===== src/irq_ctrl_pkg.sv =====
// constants, offsets and field layouts of the interrupt control block
package irq_ctrl_pkg;

  // register bus geometry
  localparam int ADDR_W = 8;
  localparam int DATA_W = 32;
  localparam int REG_W  = 16;
  localparam int EXT_N  = 5;
  localparam int IRQ_W  = 4;

  typedef logic [REG_W-1:0] word_t;

  // register byte offsets
  localparam logic [ADDR_W-1:0] OFF_CTRL1      = 8'h00;
  localparam logic [ADDR_W-1:0] OFF_CTRL2      = 8'h04;
  localparam logic [ADDR_W-1:0] OFF_FLAGS0     = 8'h08;
  localparam logic [ADDR_W-1:0] OFF_FLAGS1     = 8'h0C;
  localparam logic [ADDR_W-1:0] OFF_IRQ_STATUS = 8'h10;
  localparam logic [ADDR_W-1:0] OFF_IRQ_MASK   = 8'h14;

  // control register 1 fields
  localparam int BIT_NESTING_DISABLE = 15;
  localparam int BIT_ARITH_TRAP      = 4;
  localparam int BIT_ADDRESS_TRAP    = 3;
  localparam int BIT_STACK_TRAP      = 2;
  localparam int BIT_OSC_FAIL_TRAP   = 1;
  localparam word_t TRAP_MASK        = 16'h001E;

  // control register 2 fields
  localparam int BIT_ALT_VECTOR  = 15;
  localparam int BIT_HOLD_ACTIVE = 14;
  localparam int LSB_EXT_FALLING = 0;

  // implemented flag positions
  localparam word_t FLAGS0_MASK = 16'h3FEF;
  localparam word_t FLAGS1_MASK = 16'hFEDF;
  localparam int BIT_EXT0_FLAG  = 0;
  localparam int BIT_EXT1_FLAG  = 4;
  localparam int BIT_EXT2_FLAG  = 13;

  // interrupt status bits
  localparam int IRQ_BIT_FLAGS0 = 0;
  localparam int IRQ_BIT_FLAGS1 = 1;
  localparam int IRQ_BIT_TRAP   = 2;
  localparam int IRQ_BIT_EXT    = 3;
  localparam logic [IRQ_W-1:0] IRQ_MASK_ALL = 4'hF;

  // reset values
  localparam word_t RESET_WORD             = 16'h0000;
  localparam logic [EXT_N-1:0] RESET_EXT   = 5'h00;
  localparam logic [IRQ_W-1:0] RESET_IRQ   = 4'h0;
  localparam logic [DATA_W-1:0] RESET_DATA = 32'h0000_0000;

  // bus answer phase
  typedef enum logic [0:0] {
    BUS_IDLE   = 1'b0,
    BUS_ANSWER = 1'b1
  } bus_state_t;

endpackage


===== src/sticky_flag_bank.sv =====
// sticky flag bank: hardware sets, software writes, set wins
`timescale 1ns/10ps
module sticky_flag_bank #(
  parameter int               WIDTH = 16,
  parameter logic [WIDTH-1:0] MASK  = '1
) (
  input  wire logic             clk,
  input  wire logic             resetn,
  input  wire logic [WIDTH-1:0] setReq,
  input  wire logic             wrEn,
  input  wire logic [WIDTH-1:0] wrData,
  output logic      [WIDTH-1:0] flags
);

  logic [WIDTH-1:0] held;
  logic [WIDTH-1:0] next_flags;

  // software value first, then hardware set on top
  assign held       = wrEn ? wrData : flags;
  assign next_flags = (held | setReq) & MASK;

  // flag storage
  always_ff @(posedge clk or negedge resetn) begin
    if (!resetn) begin
      flags <= '0;
    end else begin
      flags <= next_flags;
    end
  end

endmodule // sticky_flag_bank


===== src/ext_edge_detect.sv =====
// external pin synchroniser and selectable edge detector
`timescale 1ns/10ps
module ext_edge_detect (
  input  wire logic clk,
  input  wire logic resetn,
  input  wire logic pinIn,
  input  wire logic fallingSelect,
  output logic      edgePulse
);

  logic syncFirst;
  logic syncSecond;
  logic lastLevel;
  logic next_edgePulse;

  // transitions compare only synchronised levels
  assign next_edgePulse = fallingSelect ? (lastLevel & ~syncSecond)
                                        : (~lastLevel & syncSecond);

  // two-stage synchroniser, history and pulse
  always_ff @(posedge clk or negedge resetn) begin
    if (!resetn) begin
      syncFirst  <= 1'b0;
      syncSecond <= 1'b0;
      lastLevel  <= 1'b0;
      edgePulse  <= 1'b0;
    end else begin
      syncFirst  <= pinIn;
      syncSecond <= syncFirst;
      lastLevel  <= syncSecond;
      edgePulse  <= next_edgePulse;
    end
  end

endmodule // ext_edge_detect


===== src/irq_control_and_flag_regs.sv =====
// interrupt global control, trap status and flag banks behind APB
//
// What this block does
// - control 1 bit 15 set disables nesting; clear allows preemption.
// - control 1 bit 4 latches arithmetic overflow trap, else reads 0.
// - control 1 bit 3 latches address error trap, else reads 0.
// - control 1 bit 2 latches stack error trap, else reads 0.
// - control 1 bit 1 latches oscillator failure trap, else reads 0.
// - control 2 bit 15 selects alternate vector table when set.
// - control 2 bit 14 reads 1 while interrupt hold countdown runs.
// - control 2 bits 4..0 pick falling (1) or rising (0) edges.
// - flags set by their source; software reads and writes them.
// - bank 0 carries converter, serial, timer, compare, capture, ext0.
// - bank 1 carries serial 2, ext2, timers, compares, captures, more.
// - unimplemented bits read 0 and ignore writes.
// - every implemented bit is 0 after power-on reset.
// - a set flag stays set until software clears it.
// - nesting disabled makes the cpu priority level read-only.
//
// Design decisions made here: the register offsets and the APB interface to the registers.
`timescale 1ns/10ps
module irq_control_and_flag_regs
  import irq_ctrl_pkg::*;
#(
  parameter int EXT_PINS = EXT_N
) (
  input  wire logic              clk,
  input  wire logic              resetn,
  // apb slave
  input  wire logic              psel,
  input  wire logic              penable,
  input  wire logic              pwrite,
  input  wire logic [ADDR_W-1:0] paddr,
  input  wire logic [DATA_W-1:0] pwdata,
  output logic      [DATA_W-1:0] prdata,
  output logic                   pready,
  output logic                   pslverr,
  // event sources
  input  wire logic [REG_W-1:0]  bank0Req,
  input  wire logic [REG_W-1:0]  bank1Req,
  input  wire logic              arithTrapReq,
  input  wire logic              addressTrapReq,
  input  wire logic              stackTrapReq,
  input  wire logic              oscFailTrapReq,
  input  wire logic              irqHoldActiveIn,
  input  wire logic [EXT_PINS-1:0] extPin,
  // results
  output logic [REG_W-1:0]       flags0,
  output logic [REG_W-1:0]       flags1,
  output logic                   nesting_disable,
  output logic                   cpuPriorityReadOnly,
  output logic                   alt_vector_select,
  output logic [EXT_PINS-1:0]    extEdge,
  output logic                   irq
);

  // control and status storage
  word_t                trapFlags;
  logic                 irq_hold_active;
  logic [EXT_PINS-1:0]  extFallingSelect;
  logic [IRQ_W-1:0]     irqStatus;
  logic [IRQ_W-1:0]     irqMask;
  bus_state_t           busState;
  bus_state_t           next_busState;

  // named polarity bits
  logic ext0_falling_select;
  logic ext1_falling_select;
  logic ext2_falling_select;
  logic ext3_falling_select;
  logic ext4_falling_select;

  // bus phases and decode
  logic       setupPhase;
  logic       accessDone;
  logic       writeDone;
  logic       readDone;
  logic       aligned;
  logic       hitCtrl1;
  logic       hitCtrl2;
  logic       hitFlags0;
  logic       hitFlags1;
  logic       hitStatus;
  logic       hitMask;
  logic       mapped;
  logic       wrCtrl1;
  logic       wrCtrl2;
  logic       wrFlags0;
  logic       wrFlags1;
  logic       wrMask;
  logic       rdStatus;
  word_t      wrWord;

  // assembled read words
  word_t              ctrl1Word;
  word_t              ctrl2Word;
  logic [DATA_W-1:0]  readMux;

  // hardware set requests
  word_t              trapSet;
  word_t              set0;
  word_t              set1;
  logic [IRQ_W-1:0]   irqEvents;
  logic [IRQ_W-1:0]   statusKeep;
  logic               next_irq;
  logic               next_pready;

  // trap bit names
  logic arith_trap_flag;
  logic address_trap_flag;
  logic stack_trap_flag;
  logic osc_fail_trap_flag;

  // polarity fields by pin
  assign ext0_falling_select = extFallingSelect[0];
  assign ext1_falling_select = extFallingSelect[1];
  assign ext2_falling_select = extFallingSelect[2];
  assign ext3_falling_select = extFallingSelect[3];
  assign ext4_falling_select = extFallingSelect[4];

  // trap field views
  assign arith_trap_flag    = trapFlags[BIT_ARITH_TRAP];
  assign address_trap_flag  = trapFlags[BIT_ADDRESS_TRAP];
  assign stack_trap_flag    = trapFlags[BIT_STACK_TRAP];
  assign osc_fail_trap_flag = trapFlags[BIT_OSC_FAIL_TRAP];

  // apb phase qualifiers
  assign setupPhase = psel & ~penable;
  assign accessDone = psel & penable & pready;
  assign writeDone  = accessDone & pwrite;
  assign readDone   = accessDone & ~pwrite;

  // address decode, word aligned only
  // an unaligned address misses every register and answers an error
  assign aligned   = (paddr[1:0] == 2'b00);
  assign hitCtrl1  = aligned & (paddr == OFF_CTRL1);
  assign hitCtrl2  = aligned & (paddr == OFF_CTRL2);
  assign hitFlags0 = aligned & (paddr == OFF_FLAGS0);
  assign hitFlags1 = aligned & (paddr == OFF_FLAGS1);
  assign hitStatus = aligned & (paddr == OFF_IRQ_STATUS);
  assign hitMask   = aligned & (paddr == OFF_IRQ_MASK);
  assign mapped    = hitCtrl1 | hitCtrl2 | hitFlags0 | hitFlags1
                   | hitStatus | hitMask;

  // write strobes at the completing edge
  assign wrWord   = pwdata[REG_W-1:0];
  assign wrCtrl1  = writeDone & hitCtrl1;
  assign wrCtrl2  = writeDone & hitCtrl2;
  assign wrFlags0 = writeDone & hitFlags0;
  assign wrFlags1 = writeDone & hitFlags1;
  assign wrMask   = writeDone & hitMask;
  assign rdStatus = readDone & hitStatus;

  // control words, unimplemented bits tied low
  assign ctrl1Word = {nesting_disable, 10'h000, trapFlags[4:1], 1'b0};
  assign ctrl2Word = {alt_vector_select, irq_hold_active, 9'h000,
                      extFallingSelect};

  // read data selection
  assign readMux = hitCtrl1  ? {16'h0000, ctrl1Word} :
                   hitCtrl2  ? {16'h0000, ctrl2Word} :
                   hitFlags0 ? {16'h0000, flags0} :
                   hitFlags1 ? {16'h0000, flags1} :
                   hitStatus ? {28'h000_0000, irqStatus} :
                   hitMask   ? {28'h000_0000, irqMask} :
                   RESET_DATA;

  // trap sources into their latched positions
  assign trapSet = {11'h000, arithTrapReq, addressTrapReq,
                    stackTrapReq, oscFailTrapReq, 1'b0};

  // bank 0 sources, ext0 taken from its edge detector
  always_comb begin
    set0                = bank0Req & FLAGS0_MASK;
    set0[BIT_EXT0_FLAG] = extEdge[0];
  end

  // bank 1 sources, ext1 and ext2 taken from edge detectors
  always_comb begin
    set1                = bank1Req & FLAGS1_MASK;
    set1[BIT_EXT1_FLAG] = extEdge[1];
    set1[BIT_EXT2_FLAG] = extEdge[2];
  end

  // events that raise the block interrupt
  assign irqEvents[IRQ_BIT_FLAGS0] = |set0;
  assign irqEvents[IRQ_BIT_FLAGS1] = |set1;
  assign irqEvents[IRQ_BIT_TRAP]   = |trapSet;
  assign irqEvents[IRQ_BIT_EXT]    = |extEdge;

  // a status read clears only what the captured read data showed
  // an event landing in the same cycle as that read is kept, set wins
  assign statusKeep = irqStatus & ~prdata[IRQ_W-1:0];
  assign next_irq   = |(irqStatus & irqMask);

  // one answer cycle after every setup cycle
  assign next_busState = setupPhase ? BUS_ANSWER : BUS_IDLE;

  // external pin edge detectors
  // one detector per pin; ext3 and ext4 pulses leave for another bank
  genvar gi;
  generate
    for (gi = 0; gi < EXT_PINS; gi++) begin : gExt
      ext_edge_detect uEdge (
        .clk           (clk),
        .resetn        (resetn),
        .pinIn         (extPin[gi]),
        .fallingSelect (extFallingSelect[gi]),
        .edgePulse     (extEdge[gi])
      );
    end
  endgenerate

  // trap status bits of control register 1
  // trap bits stay writable so software can clear them once serviced
  sticky_flag_bank #(
    .WIDTH (REG_W),
    .MASK  (TRAP_MASK)
  ) uTrap (
    .clk    (clk),
    .resetn (resetn),
    .setReq (trapSet),
    .wrEn   (wrCtrl1),
    .wrData (wrWord),
    .flags  (trapFlags)
  );

  // flag bank 0
  sticky_flag_bank #(
    .WIDTH (REG_W),
    .MASK  (FLAGS0_MASK)
  ) uBank0 (
    .clk    (clk),
    .resetn (resetn),
    .setReq (set0),
    .wrEn   (wrFlags0),
    .wrData (wrWord),
    .flags  (flags0)
  );

  // flag bank 1
  sticky_flag_bank #(
    .WIDTH (REG_W),
    .MASK  (FLAGS1_MASK)
  ) uBank1 (
    .clk    (clk),
    .resetn (resetn),
    .setReq (set1),
    .wrEn   (wrFlags1),
    .wrData (wrWord),
    .flags  (flags1)
  );

  // block interrupt status, cleared by reading it
  sticky_flag_bank #(
    .WIDTH (IRQ_W),
    .MASK  (IRQ_MASK_ALL)
  ) uStatus (
    .clk    (clk),
    .resetn (resetn),
    .setReq (irqEvents),
    .wrEn   (rdStatus),
    .wrData (statusKeep),
    .flags  (irqStatus)
  );

  // nesting control and priority lock
  // the cpu must honour the lock; the level bits live outside this block
  always_ff @(posedge clk or negedge resetn) begin
    if (!resetn) begin
      nesting_disable     <= 1'b0;
      cpuPriorityReadOnly <= 1'b0;
    end else if (wrCtrl1) begin
      nesting_disable     <= pwdata[BIT_NESTING_DISABLE];
      cpuPriorityReadOnly <= pwdata[BIT_NESTING_DISABLE];
    end
  end

  // vector table select and edge polarities
  always_ff @(posedge clk or negedge resetn) begin
    if (!resetn) begin
      alt_vector_select <= 1'b0;
      extFallingSelect  <= RESET_EXT;
    end else if (wrCtrl2) begin
      alt_vector_select <= pwdata[BIT_ALT_VECTOR];
      extFallingSelect  <= pwdata[LSB_EXT_FALLING +: EXT_PINS];
    end
  end

  // hold status mirrors the cpu, writes ignored
  always_ff @(posedge clk or negedge resetn) begin
    if (!resetn) begin
      irq_hold_active <= 1'b0;
    end else begin
      irq_hold_active <= irqHoldActiveIn;
    end
  end

  // interrupt mask and output
  always_ff @(posedge clk or negedge resetn) begin
    if (!resetn) begin
      irqMask <= RESET_IRQ;
      irq     <= 1'b0;
    end else begin
      if (wrMask) begin
        irqMask <= pwdata[IRQ_W-1:0];
      end
      irq <= next_irq;
    end
  end

  // pready decoded from the state being entered
  always_comb begin
    case (next_busState)
      BUS_IDLE:   next_pready = 1'b0;
      BUS_ANSWER: next_pready = 1'b1;
      default:    next_pready = 1'b0;
    endcase
  end

  // apb answer phase state; pready kept in a flop of its own so the
  // output carries no decode logic between register and pin
  always_ff @(posedge clk or negedge resetn) begin
    if (!resetn) begin
      busState <= BUS_IDLE;
      pready   <= 1'b0;
    end else begin
      busState <= next_busState;
      pready   <= next_pready;
    end
  end

  // read data and error captured in the setup cycle
  // capturing early lets the access cycle answer with no wait state
  always_ff @(posedge clk or negedge resetn) begin
    if (!resetn) begin
      prdata  <= RESET_DATA;
      pslverr <= 1'b0;
    end else if (setupPhase) begin
      prdata  <= pwrite ? RESET_DATA : readMux;
      pslverr <= ~mapped;
    end
  end

endmodule // irq_control_and_flag_regs


===== config.mk =====
export PLATFORM = sky130hd
export DESIGN_NAME = irq_control_and_flag_regs
export DESIGN_NICKNAME = d
export VERILOG_FILES = /design/src/irq_ctrl_pkg.sv /design/src/sticky_flag_bank.sv /design/src/ext_edge_detect.sv /design/src/irq_control_and_flag_regs.sv
export SDC_FILE = /design/constraint.sdc
export NUM_CORES = 1
export LEC_CHECK = 0
export BUFFER_PORTS_ARGS = -buffer_cell sky130_fd_sc_hd__buf_4
export CAP_MARGIN = 20
export CORE_MARGIN = 1
export CORE_UTILIZATION = 30
export DETAILED_ROUTE_END_ITERATION = 16
export PLACE_DENSITY = 0.58
export REMOVE_ABC_BUFFERS = 1
export SLEW_MARGIN = 20
export SYNTH_ARGS = -nofsm -noshare
export SYNTH_HDL_FRONTEND = slang
export SYNTH_SLANG_ARGS = --single-unit
export TNS_END_PERCENT = 20

===== constraint.sdc =====
create_clock -name clk -period 2.3 [get_ports clk]
set_input_delay 0.46 -clock clk [delete_from_list [all_inputs] [get_ports clk]]
set_output_delay 0.46 -clock clk [all_outputs]
set_load 0.01 [all_outputs]

==> flow_summary.toml <==
[drt]
dr.pass1.iters = 4
drt_iter0_markers = 109
drt_drc_violations_left = 0
viasPerCell = 4.77
ant_nets = 0
detail_route.wl_per_cell_um = 17.1
vias = 3170
drt_wl_total_um = 11400

[sta]
max_slew_margin_pct = 62.6
drv_slew = 0
fmax_mhz = 520
worst_clock_skew_ns = 0.0106
grt_setup_unrepaired = "false"
period_share_pct = 83.6
setup_viol = 0
final.min_clock_period_ns = 1.92
setup_tns_ns = 0
worst_pin_slew_ns = 0.556
hold_viol = 0

[global_route]
antenna_found_initial = 0
grt_pass1_wl_um = 17400
grt_pass1_vias = 3180
grt_usage_pct = 17.4
grt_max_degree = 46
overflow = 0

[finish]
antennaDiodeCount = 0
finalCoreUtilization_pct = 41.6
layout_commonest_cell = "buf_4"
stdcell_count = 665
layout_common_cells = "buf_4 (135), dfrtp_1 (86), o21ai_0 (38)"
drive_gt1_share_pct = 35.5
finalNetCount = 575
syn2layout_area_growth_pct = 33.2

[placed_design]
dp_hpwl_um = 8590
place.gp.congestion = 0.825
place_inst = 648
io_buffers = 116

[worst_hold_path]
hold_depth = 1
min_from = "extPin[4]"
hold_path_end = "gExt[4].uEdge.syncFirst$_DFF_PN0_"
hold_path.class = "input port to flop"

[power_and_ir_drop]
ir_drop_mv = 0.363
p_leak_nw = 2.44
powerDensity_nw_per_um2 = 598

[logic_synthesis]
synth_flop_cell = "dfrtp_1"
ys_seq_area_share_pct = 54.0
yosys.area.top_type = "dfrtp_1"
syn_inst = 362
yosys_register_bits = 86
synth_edf_count = 0
synth_top_area_share_pct = 54.0
netlist_top_cells_area = "dfrtp_1 (54%), buf_4 (5.1%), o21ai_0 (4.8%), a211o_1 (3.1%), mux2_2 (2.8%)"
netlist_area_um2 = 3990
yosysUniqueCellTypes = 44
ys_warn_count = 0
syn-mean-instance-area_um2 = 11.0
synthArstFlopShare_pct = 100

[critical_path]
critPathLaunchType = "input port"
ff2ff_setup_slack_ns = 0.65
crit_family = "simple AND/OR/NAND/NOR gates"
arrival_ns = 2.15
end_kind = "flop"
crit_buf_inv = 1
r2r_cells = 5
path_cells = "buf_4 > or3_4 > or2_4 > or4_4 > mux2_4"
r2r-start = "pready$_DFF_PN0_"
cp_max_fo = 6
cpPeakStageDelay_ns = 0.63
required_ns = 2.52
crit_type = "input port to flop"
worstReg2RegEnd = "uBank1.flags[7]$_DFF_PN0_"
critPathSlowestCell = "or4_4"

[cts]
clkTransAtPathRegs_ns = 0.07
clk_latency_ns = 0.34
clock-sinks = 86
cts_tree = "done"
cts_buffers = 9
ctsHtreeMaxLevel = 3
cts-root-buf = "clkbuf_16"
cts_buffer_depth = 2

[floorplanning]
initial_core_util_pct = 31.2
die-area_um2 = 13800
die_x_um = 117
core_area_um2 = 12800
rows = 41
io_pins = 162
die_y_um = 117

[run_status]
status = "complete, no violations"

[job]
cap_violations = 0
==> power by group <==
part | internal, mW | leakage, nW | switching [mW]
sequential | 1.54 | 0.972 | 0.0153
combinational | 0.132 | 1.35 | 0.163
clock | 0.732 | 0.126 | 0.597
total | 2.40 | 2.44 | 0.775
==> routing by layer <==
layer / vias up / part of all wire [%] / global-route usage (%)
met5: - / 0 / 0
met4: 0 / 1.2 / 5.57
met3: 11 / 5.2 / 3.55
met2: 104 / 49 / 29.0
met1: 1548 / 45 / 22.6
li1: 1507 / - / -
==> timing repair <==
action                                  in CTS  in global routing
hold endpoints to repair                    15                  0
buffers inserted                             0                  0
endpoints found under the setup margin       0                  0
hold buffers                                 1                  0
resized for setup                            0                  0
==> state kept, by name, indices dropped and copies added, names as in the netlist, 4 cells and up <==
signal                 count
uBank0.flags              13
uTrap.flags                4
gExt.uEdge.lastLevel       5
gExt.uEdge.edgePulse       5
gExt.uEdge.syncSecond      5
extFallingSelect           5
gExt.uEdge.syncFirst       5
uStatus.flags              4
uBank1.flags              14
prdata                    16
irqMask                    4
==> synth_stat cells, types with 2 or more instances <==
cell / n
inv_1: 18
and2_1: 3
o21a_1: 3
o21ai_0: 38
o311ai_0: 3
nor4_4: 2
or2_2: 2
mux2_4: 6
o31ai_1: 2
buf_1: 2
buf_4: 27
nor2_1: 9
nand3_1: 2
clkbuf_1: 9
nor4_1: 6
a22o_1: 3
dfrtp_1: 86
nand2_1: 22
buf_6: 2
a21oi_1: 4
nand4_1: 3
a31oi_1: 17
buf_2: 2
nand3b_1: 5
nor3_1: 5
mux2i_1: 10
a211o_1: 14
nand2b_1: 6
nor2b_1: 16
a32oi_1: 3
mux2_2: 10
a22oi_1: 7
a21o_1: 4
==> layout make-up <==
cell class              count  area, um2
fillers                  1237       7460
flip-flops and latches     86       2150
multi-input cells         236       1570
repair buffers            137       1040
clock buffers              11        233
well taps                 172        215
inverters                  18       67.6
clock inverters             5       33.8
==> how the worst max path moves through the flow <==
| stage | start | endpoint | slack [ns] | cells past startpoint |
|---|---|---|---|---|
| CTS | paddr[5] | extFallingSelect[0]$_DFFE_PN0P_ | 0.38 | 5 |
| floorplan | paddr[5] | cpuPriorityReadOnly$_DFFE_PN0N_ | 0.10 | 4 |
| global placement | paddr[5] | extFallingSelect[0]$_DFFE_PN0P_ | 0.02 | 5 |
| detailed placement | paddr[5] | extFallingSelect[4]$_DFFE_PN0P_ | 0.01 | 5 |
| finish | paddr[5] | extFallingSelect[0]$_DFFE_PN0P_ | 0.38 | 5 |
| global route | paddr[5] | extFallingSelect[0]$_DFFE_PN0P_ | 0.35 | 5 |
==> through the flow <==
stage	hold WS (ns)	power [mW]	setup slack, ns	cell area, um2
floorplan	0.164	1.67	0.102	3790
global placement	0.332	1.88	0.0174	5030
detailed placement	0.336	1.88	0.0143	5030
CTS	0.209	3.21	0.376	5310
global route	0.207	3.31	0.355	5310
finish	0.218	3.18	0.378	5310
==> logic make-up (layout without fill, tap and decap cells) <==
| group | after synthesis | in the layout | synth area share [%] |
|---|---|---|---|
| other | 1 | 21 | 0.0940 |
| DFF | 86 | 86 | 54.0 |
| muxes | 26 | 26 | 7.59 |
| AOI/OAI and AO/OA | 99 | 99 | 16.2 |
| and+or+nand+nor | 90 | 90 | 13.5 |
| buffers and inverters | 60 | 171 | 8.63 |
(Power assumes the default switching activity.)
